$ cat src/verilog/brf_map.vh
// constants for the mode-banked register file
// assumes it is included by name from the register file modules
//
// Function
// - seven modes are supported and the current mode picks the bank.
// - storage is 31 general 32-bit registers plus 6 status registers.
// - exactly 16 general registers are addressable at a time.
// - index 15 is the program counter in every mode.
// - index 14 takes the return address on a call with link.
// - indices 0 to 7 are one shared register each in all modes.
// - indices 8 to 14 select a register that depends on the mode.
// - the mode alone decides what is exposed; other banks are hidden.
// - the mode changes by a mode field write, on exception entry or on exception return.
// - every mode but user is privileged.
// - byte, half-word and word quantities are handled.
// - fast interrupt mode banks 8 to 12 too; others bank only 13, 14.
// - system mode uses the user bank for every index.
// - each exception mode saves the prior status word on entry.
// - status word holds four flags, two masks, state bit, 5-bit mode.
`ifndef BRF_MAP_VH
`define BRF_MAP_VH

// ------------------------------------------------------------
// mode field encodings
// ------------------------------------------------------------
`define BRF_MODE_USER 5'h10
`define BRF_MODE_FAST 5'h11
`define BRF_MODE_IRQ 5'h12
`define BRF_MODE_SVC 5'h13
`define BRF_MODE_ABT 5'h17
`define BRF_MODE_UND 5'h1b
`define BRF_MODE_SYS 5'h1f

// ------------------------------------------------------------
// status word field positions
// ------------------------------------------------------------
`define BRF_SW_N 31
`define BRF_SW_Z 30
`define BRF_SW_C 29
`define BRF_SW_V 28
`define BRF_SW_IRQ_DIS 7
`define BRF_SW_FAST_DIS 6
`define BRF_SW_STATE 5
`define BRF_SW_MODE_HI 4
`define BRF_SW_MODE_LO 0
`define BRF_SW_MASK 32'hf000_00ff

// ------------------------------------------------------------
// reset values and indices
// ------------------------------------------------------------
`define BRF_SW_RESET 32'h0000_00d3
`define BRF_IDX_PC 4'hf
`define BRF_IDX_LINK 4'he
`define BRF_IDX_STACK 4'hd

// ------------------------------------------------------------
// bank numbers for banked indices
// ------------------------------------------------------------
`define BRF_BANK_USER 3'h0
`define BRF_BANK_FAST 3'h1
`define BRF_BANK_IRQ 3'h2
`define BRF_BANK_SVC 3'h3
`define BRF_BANK_ABT 3'h4
`define BRF_BANK_UND 3'h5

// access sizes
`define BRF_SIZE_BYTE 2'h0
`define BRF_SIZE_HALF 2'h1
`define BRF_SIZE_WORD 2'h2

`endif

$ cat src/verilog/brf_register_file.v
// mode-banked general register file with status words
// assumes datapath and exception logic share core_clk and drive strobes
//
// The plain strobed port and the register offsets were chosen for this implementation.
`timescale 1ns/10ps
`include "brf_map.vh"

module brf_register_file #(
  parameter DATA_W = 32
) (
  // clock and reset
  input wire core_clk,
  input wire rst_n,
  // read port a
  input wire [3:0] rd_a_index,
  output reg [DATA_W-1:0] rd_a_data,
  // read port b
  input wire [3:0] rd_b_index,
  output reg [DATA_W-1:0] rd_b_data,
  // write port
  input wire wr_en,
  input wire [3:0] wr_index,
  input wire [1:0] wr_size,
  input wire [DATA_W-1:0] wr_data,
  // call with link
  input wire link_en,
  input wire [DATA_W-1:0] link_addr,
  // program counter load and advance
  input wire pc_load,
  input wire [DATA_W-1:0] pc_next,
  // status word software access
  input wire sw_wr_en,
  input wire sw_wr_saved,
  input wire [3:0] sw_wr_field_mask,
  input wire [DATA_W-1:0] sw_wr_data,
  // exception entry and return
  input wire exc_enter,
  input wire [4:0] exc_mode,
  input wire exc_return,
  // state
  output reg [DATA_W-1:0] current_status_word,
  output reg [DATA_W-1:0] saved_status_word,
  output reg [DATA_W-1:0] pc_value,
  output wire privileged,
  output wire mode_valid,
  output wire has_saved_status
);

  // ------------------------------------------------------------
  // storage
  // ------------------------------------------------------------
  // slots 0..30 of general registers
  reg [DATA_W-1:0] gpr [0:30];
  // saved status words per exception bank 1..5
  reg [DATA_W-1:0] saved_bank [1:5];

  wire [4:0] cur_mode;
  reg [2:0] bank;
  reg saved_ok;
  wire [4:0] slot_a;
  wire [4:0] slot_b;
  wire [4:0] slot_w;
  wire [4:0] slot_l;
  reg [DATA_W-1:0] merged_w;
  reg [DATA_W-1:0] sw_merged;
  reg [DATA_W-1:0] next_status;
  reg [DATA_W-1:0] next_status_src;
  reg [2:0] exc_bank;
  integer i;

  assign cur_mode = current_status_word[`BRF_SW_MODE_HI:`BRF_SW_MODE_LO];

  // ------------------------------------------------------------
  // mode to bank reduction
  // ------------------------------------------------------------
  // bank from the current mode
  always @* begin
    bank = `BRF_BANK_USER;
    saved_ok = 1'b1;
    case (cur_mode)
      `BRF_MODE_FAST: bank = `BRF_BANK_FAST;
      `BRF_MODE_IRQ: bank = `BRF_BANK_IRQ;
      `BRF_MODE_SVC: bank = `BRF_BANK_SVC;
      `BRF_MODE_ABT: bank = `BRF_BANK_ABT;
      `BRF_MODE_UND: bank = `BRF_BANK_UND;
      default: saved_ok = 1'b0;
    endcase
  end

  // bank of the mode being entered
  always @* begin
    case (exc_mode)
      `BRF_MODE_FAST: exc_bank = `BRF_BANK_FAST;
      `BRF_MODE_IRQ: exc_bank = `BRF_BANK_IRQ;
      `BRF_MODE_SVC: exc_bank = `BRF_BANK_SVC;
      `BRF_MODE_ABT: exc_bank = `BRF_BANK_ABT;
      `BRF_MODE_UND: exc_bank = `BRF_BANK_UND;
      default: exc_bank = `BRF_BANK_USER;
    endcase
  end

  // mode status outputs
  assign privileged = (cur_mode != `BRF_MODE_USER);
  assign has_saved_status = saved_ok;
  assign mode_valid = (cur_mode == `BRF_MODE_USER) |
    (cur_mode == `BRF_MODE_SYS) | saved_ok;

  // ------------------------------------------------------------
  // index decoders, only 16 indices reach storage
  // ------------------------------------------------------------
  brf_index_decode u_dec_a (
    .index(rd_a_index),
    .bank(bank),
    .slot(slot_a)
  );

  brf_index_decode u_dec_b (
    .index(rd_b_index),
    .bank(bank),
    .slot(slot_b)
  );

  brf_index_decode u_dec_w (
    .index(wr_index),
    .bank(bank),
    .slot(slot_w)
  );

  brf_index_decode u_dec_l (
    .index(`BRF_IDX_LINK),
    .bank(bank),
    .slot(slot_l)
  );

  // ------------------------------------------------------------
  // write data sizing
  // ------------------------------------------------------------
  // narrow writes zero extend into the low lanes
  always @* begin
    case (wr_size)
      `BRF_SIZE_BYTE: merged_w = {{(DATA_W-8){1'b0}}, wr_data[7:0]};
      `BRF_SIZE_HALF: merged_w = {{(DATA_W-16){1'b0}}, wr_data[15:0]};
      default: merged_w = wr_data;
    endcase
  end

  // ------------------------------------------------------------
  // general register writes
  // ------------------------------------------------------------
  // write port and link capture; the link wins on the same slot
  always @(posedge core_clk) begin
    if (!rst_n) begin
      for (i = 0; i < 31; i = i + 1) begin
        gpr[i] <= {DATA_W{1'b0}};
      end
    end else begin
      if (wr_en && slot_w != 5'h1f) begin
        gpr[slot_w] <= merged_w;
      end
      if (link_en) begin
        gpr[slot_l] <= link_addr;
      end
    end
  end

  // program counter register
  always @(posedge core_clk) begin
    if (!rst_n) begin
      pc_value <= {DATA_W{1'b0}};
    end else if (wr_en && wr_index == `BRF_IDX_PC) begin
      pc_value <= merged_w;
    end else if (pc_load) begin
      pc_value <= pc_next;
    end
  end

  // ------------------------------------------------------------
  // read ports, registered
  // ------------------------------------------------------------
  // read data appear the cycle after the index
  always @(posedge core_clk) begin
    if (!rst_n) begin
      rd_a_data <= {DATA_W{1'b0}};
      rd_b_data <= {DATA_W{1'b0}};
    end else begin
      rd_a_data <= (slot_a == 5'h1f) ? pc_value : gpr[slot_a];
      rd_b_data <= (slot_b == 5'h1f) ? pc_value : gpr[slot_b];
    end
  end

  // ------------------------------------------------------------
  // status word update
  // ------------------------------------------------------------
  // field mask lanes: 3 flags, 0 control byte
  always @* begin
    next_status_src = sw_wr_saved ?
      ((bank >= `BRF_BANK_FAST && saved_ok) ? saved_bank[bank] :
       {DATA_W{1'b0}}) : current_status_word;
    sw_merged = next_status_src;
    if (sw_wr_field_mask[3]) begin
      sw_merged[31:24] = sw_wr_data[31:24];
    end
    if (sw_wr_field_mask[2]) begin
      sw_merged[23:16] = sw_wr_data[23:16];
    end
    if (sw_wr_field_mask[1]) begin
      sw_merged[15:8] = sw_wr_data[15:8];
    end
    if (sw_wr_field_mask[0] && privileged) begin
      sw_merged[7:0] = sw_wr_data[7:0];
    end
    sw_merged = sw_merged & `BRF_SW_MASK;
  end

  // next current status word: entry over return over software write
  always @* begin
    next_status = current_status_word;
    if (exc_enter) begin
      next_status = current_status_word;
      next_status[`BRF_SW_MODE_HI:`BRF_SW_MODE_LO] = exc_mode;
      next_status[`BRF_SW_IRQ_DIS] = 1'b1;
      next_status[`BRF_SW_STATE] = 1'b0;
      if (exc_mode == `BRF_MODE_FAST) begin
        next_status[`BRF_SW_FAST_DIS] = 1'b1;
      end
    end else if (exc_return && saved_ok) begin
      next_status = saved_bank[bank];
    end else if (sw_wr_en && !sw_wr_saved) begin
      next_status = sw_merged;
    end
  end

  // current status word register
  always @(posedge core_clk) begin
    if (!rst_n) begin
      current_status_word <= `BRF_SW_RESET;
    end else begin
      current_status_word <= next_status;
    end
  end

  // saved status words: capture on entry, software write when owned
  always @(posedge core_clk) begin
    if (!rst_n) begin
      for (i = 1; i < 6; i = i + 1) begin
        saved_bank[i] <= {DATA_W{1'b0}};
      end
    end else if (exc_enter) begin
      if (exc_bank != `BRF_BANK_USER) begin
        saved_bank[exc_bank] <= current_status_word;
      end
    end else if (sw_wr_en && sw_wr_saved && saved_ok) begin
      saved_bank[bank] <= sw_merged;
    end
  end

  // saved status read view; reads zero where none exists
  always @(posedge core_clk) begin
    if (!rst_n) begin
      saved_status_word <= {DATA_W{1'b0}};
    end else if (saved_ok) begin
      saved_status_word <= saved_bank[bank];
    end else begin
      saved_status_word <= {DATA_W{1'b0}};
    end
  end

endmodule

$ cat src/verilog/brf_index_decode.v
// index decoder: maps a visible register index to a physical slot
// assumes the mode has been reduced to a bank number by the caller
`timescale 1ns/10ps
`include "brf_map.vh"

module brf_index_decode (
  // selection
  input wire [3:0] index,
  input wire [2:0] bank,
  // physical slot 0..30, 31 means the program counter
  output reg [4:0] slot
);

  // ------------------------------------------------------------
  // slot layout
  // ------------------------------------------------------------
  // 0-7 shared, 8-14 user bank, 15-21 fast copies of 8-14,
  // 22-23 irq, 24-25 svc, 26-27 abort, 28-29 undefined, 30 spare
  // combinational lookup of the physical slot
  always @* begin
    slot = {1'b0, index};
    if (index == `BRF_IDX_PC) begin
      slot = 5'h1f;
    end else if (index[3] == 1'b0) begin
      slot = {1'b0, index};
    end else if (bank == `BRF_BANK_FAST) begin
      slot = 5'h0f + {2'h0, index[2:0]};
    end else if (index >= `BRF_IDX_STACK) begin
      case (bank)
        `BRF_BANK_IRQ: slot = 5'h16 + {4'h0, index[0]};
        `BRF_BANK_SVC: slot = 5'h18 + {4'h0, index[0]};
        `BRF_BANK_ABT: slot = 5'h1a + {4'h0, index[0]};
        `BRF_BANK_UND: slot = 5'h1c + {4'h0, index[0]};
        default: slot = {1'b0, index};
      endcase
    end
  end

endmodule

$ cat config.mk
export PLATFORM = sky130hd
export DESIGN_NAME = brf_register_file
export DESIGN_NICKNAME = d
export VERILOG_FILES = /design/src/verilog/brf_register_file.v /design/src/verilog/brf_index_decode.v
export VERILOG_INCLUDE_DIRS = /design/src /design/src/verilog
export SDC_FILE = /design/constraint.sdc
export NUM_CORES = 2
export LEC_CHECK = 0
export BUFFER_PORTS_ARGS = -buffer_cell sky130_fd_sc_hd__clkbuf_2
export CORE_MARGIN = 2
export CORE_UTILIZATION = 60
export CTS_BUF_LIST = sky130_fd_sc_hd__clkbuf_8
export DETAILED_ROUTE_END_ITERATION = 10
export MAX_ROUTING_LAYER = met4
export PLACE_DENSITY = 0.76
export SLEW_MARGIN = 20
export SYNTH_ARGS = -nofsm -noshare
export SYNTH_HDL_FRONTEND = slang
export SYNTH_SLANG_ARGS = --single-unit
$ cat constraint.sdc
create_clock -name core_clk -period 7.3 [get_ports core_clk]
set_clock_uncertainty 0.1 [all_clocks]
set_input_delay 0.73 -clock core_clk [delete_from_list [all_inputs] [get_ports core_clk]]
set_output_delay 0.73 -clock core_clk [all_outputs]
set_load 0.01 [all_outputs]
==> out/summary.json <==
{
  "muxShareOfSynthArea_pct": 8.26,
  "dr.first_iter.drc_count": 11800,
  "hold_violations": 0,
  "num_rows": 129,
  "post_drt_via_cell_ratio": 7.06,
  "share_seq_of_total_power_pct": 47.3,
  "cts-root-buf": "sky130_fd_sc_hd__clkbuf_8",
  "fin_nets": 7692,
  "drv.max_cap_violation_count": 0,
  "synth_top_family_by_area": "simple AND/OR/NAND/NOR gates",
  "final_area_mm2": 0.0826,
  "max_slew_margin_pct": 18.0,
  "die_w_um": 356,
  "worst_slack_at_placement_ns": 1.95,
  "final_layout_size_suffix_gt1_share_pct": 14.5,
  "crit_path_start": "current_status_word[1]",
  "fin_total_pwr_mw": 20.0,
  "buffer_ports.inserted": 300,
  "boundaryPins": 323,
  "netSwitchingFraction_pct": 31.9,
  "startpoint_of_the_lowest_slack_hold_path": "sw_wr_data[5]",
  "yosys_warnings": 0,
  "worst_hold_path.num_cells": 4,
  "yosys.area_share.simple_pct": 17.3,
  "drt_drc_violations_left": 0,
  "postLayoutSetupSlackWorst_ns": 2.00,
  "dominantRegCellSynth": "sky130_fd_sc_hd__edfxtp_1",
  "max-vdd-ir-drop_v": 0.000223,
  "total_clock_sinks": 1408,
  "post_route_ant_nets": 0,
  "synthDominantAreaCellType": "sky130_fd_sc_hd__edfxtp_1",
  "yosys.area.top_type_share_pct": 50.4,
  "critical_path_peak_fanout": 132,
  "clock_tree.htree_level_count": 4,
  "power-per-cell-area_mw_per_mm2": 242,
  "drt_first_pass_iters": 10,
  "area.sequential_mm2": 0.0407,
  "post_synth_inst_count": 7341,
  "gpl.final_weighted_congestion": 1.03,
  "post_synth_cell_types": 97,
  "setup.worst_path.class": "flip-flop to flip-flop",
  "placement.cell_area_mm2": 0.0776,
  "timing.hold.worst.class": "input pin to flip-flop",
  "critPathRequiredTime_ns": 8.02,
  "timing.final.max_slew_violations": 0,
  "reg2reg_setup_slack_ns": 2.00,
  "layout.filler_cells": 9400,
  "worstSkewPairLatency_ns": 1.01,
  "clock_tree.buffer_depth": 3,
  "ctsResizeCount": 0,
  "cts_hold_buffers": 42,
  "end_point_of_the_worst_hold_path": "current_status_word[5]",
  "synth_compound_gate_area_share_pct": 14.9,
  "grt_first_pass_wirelength_um": 405000,
  "via_count": 66300,
  "core_mm2": 0.123,
  "timing.critical_path.to_type": "flip-flop",
  "power_report.internal_total_mw": 13.6,
  "timing.setup.tns_ns": 0,
  "design.die.area_mm2": 0.127,
  "antenna_violations_before_repair": 34,
  "worstRegToRegCells": 10,
  "floorplan.die.height_um": 356,
  "timing.final.setup_violations": 0,
  "most_used_standard_cell_by_instance_count_after_synthesis": "sky130_fd_sc_hd__edfxtp_1",
  "numCtsBuffers": 223,
  "post-route-min-period_ns": 5.30,
  "clkSlewWorstSetupHoldPaths_ns": 0.07,
  "effective_utilization_at_floorplan_pct": 60.3,
  "synth_xor_area_share_pct": 0.0353,
  "worst_pin_slew_ns": 1.23,
  "synth_area_per_cell_um2": 10.1,
  "arrival_ns": 6.02,
  "synth_fa_ha_area_share_pct": 0.215,
  "multiInputGateArea_mm2": 0.0312,
  "ys_top_cells_by_area": "sky130_fd_sc_hd__edfxtp_1, sky130_fd_sc_hd__nand2_1, sky130_fd_sc_hd__mux2i_1",
  "fin_crit_sh_pct": 72.5,
  "critical_path.reg2reg.endpoint": "rd_a_data[18]",
  "hpwlAfterDp_um": 173000,
  "crit_path_start_kind": "flip-flop",
  "synth_common_cells": "sky130_fd_sc_hd__edfxtp_1, sky130_fd_sc_hd__nand2_1, sky130_fd_sc_hd__nor2_1",
  "grt_start_max_net_pins": 154,
  "routed_wl_um": 283000,
  "postSynthRegisterBits": 1408,
  "status": "finished clean",
  "clock_power_share_pct": 33.4,
  "post_synth_instance_area_mm2": 0.0744,
  "synth-edff-count": 1248,
  "area_growth_pct": 10.9,
  "switching_power_mw": 6.39,
  "async_flop_share_pct": 0,
  "synth_sequential_area_ratio_pct": 54.7,
  "timing.rr.start": "current_status_word[1]",
  "gr-usage-all-layers_pct": 44.9,
  "static-leakage-power_nw": 32.4,
  "max_clock_freq_ghz": 0.189,
  "grt_ovf": 0,
  "routedWlPerCell_um": 30.1,
  "clock_tree_from_tritoncts": "done",
  "rsz_0062_raised_after_global_routing": "false",
  "power.share.combinational_pct": 19.3,
  "post_cts.repair.setup_buffers": 0,
  "grt_pass1_vias": 63200
}
[cells by family after synthesis]
kind of cell / Yosys count
flops: 1408
simple gates: 2940
buf+inv: 811
mux: 589
other cells: 1
fa+ha+maj: 13
compound gates: 1576
xor+xnor: 3
[state kept, by name, indices dropped and copies added (netlist names)]
register and flops:
pc_value 32, current_status_word 32, saved_status_word 32, gpr 1024, saved_bank 224, rd_b_data 32, rd_a_data 32
[stage by stage]
step	util [%]	cells	hold WS (ns)
floorplan	-	7468	0.424
global placement	63.0	8890	0.392
detailed placement	63.0	8890	0.402
CTS	66.9	9353	0.00561
global route	66.9	9384	0.0740
finish	66.9	9387	0.0756
[cell type report]
cell class / count / area share, %
Antenna cell: 34 / 0.103
Clock buffer: 258 / 4.30
Clock inverter: 163 / 1.01
Inverter: 80 / 0.370
Multi-Input combinational cell: 5249 / 37.8
Sequential cell: 1408 / 49.3
Tap cell: 1637 / 2.48
Timing Repair Buffer: 558 / 4.66
[worst max-delay path by stage]
stage / to / slack, ns / cells after the start
3_3_place_gp: rd_a_data[18] / 2.02 / 11
2_1_floorplan: gpr[19][0] / 3.27 / 9
6_report: rd_a_data[18] / 2.00 / 10
4_1_cts: saved_bank[1][20] / 2.26 / 10
5_1_grt: gpr[20][7] / 1.95 / 11
3_5_place_dp: rd_a_data[18] / 1.95 / 11
[power groups by stage]
stage,Clock (mW),Combinational (mW),Sequential [mW]
after floorplan,0,2.15,9.59
after global placement,0,3.56,9.60
after detailed placement,0,3.62,9.62
after CTS,6.63,3.65,9.45
after global routing,6.96,3.95,9.50
final,6.67,3.87,9.47
[layer usage]
metal | global-route usage [%] | up-vias | routed length (um)
met4 | 28.2 | 0 | 19900
met5 | - | - | 0
met1 | 53.8 | 31100 | 93100
met3 | 17.5 | 1515 | 49100
met2 | 63.3 | 6279 | 121000
li1 | - | 27400 | -
[placed cells by master, fill, tap and decap left out, drive strengths merged, types with 187 or more instances in the layout]
| master | synthesis | layout |
|---|---|---|
| buf | 196 | 217 |
| nand2 | 1152 | 1152 |
| edfxtp | 1248 | 1248 |
| a211oi | 270 | 270 |
| clkbuf | 535 | 557 |
| mux2i | 389 | 389 |
| nor2 | 952 | 952 |
| o21ai | 314 | 314 |
| and3 | 314 | 314 |
| mux2 | 200 | 200 |
| nand3 | 222 | 222 |
| inv | 78 | 187 |
| a21oi | 244 | 244 |
[worst max-delay path, stage by stage (launching register included)]
cell                       delay [ns]
sky130_fd_sc_hd__dfxtp_1         0.29
sky130_fd_sc_hd__buf_4           0.20
sky130_fd_sc_hd__or3_4           0.52
sky130_fd_sc_hd__or4_4           0.73
sky130_fd_sc_hd__nand2_8         0.43
sky130_fd_sc_hd__buf_12          0.61
sky130_fd_sc_hd__mux2_2          0.42
sky130_fd_sc_hd__a22oi_1         0.27
sky130_fd_sc_hd__a32oi_1         0.15
sky130_fd_sc_hd__o211ai_1        0.80
sky130_fd_sc_hd__o211ai_1        0.31
Note: power is estimated with default switching activity, not from simulation.
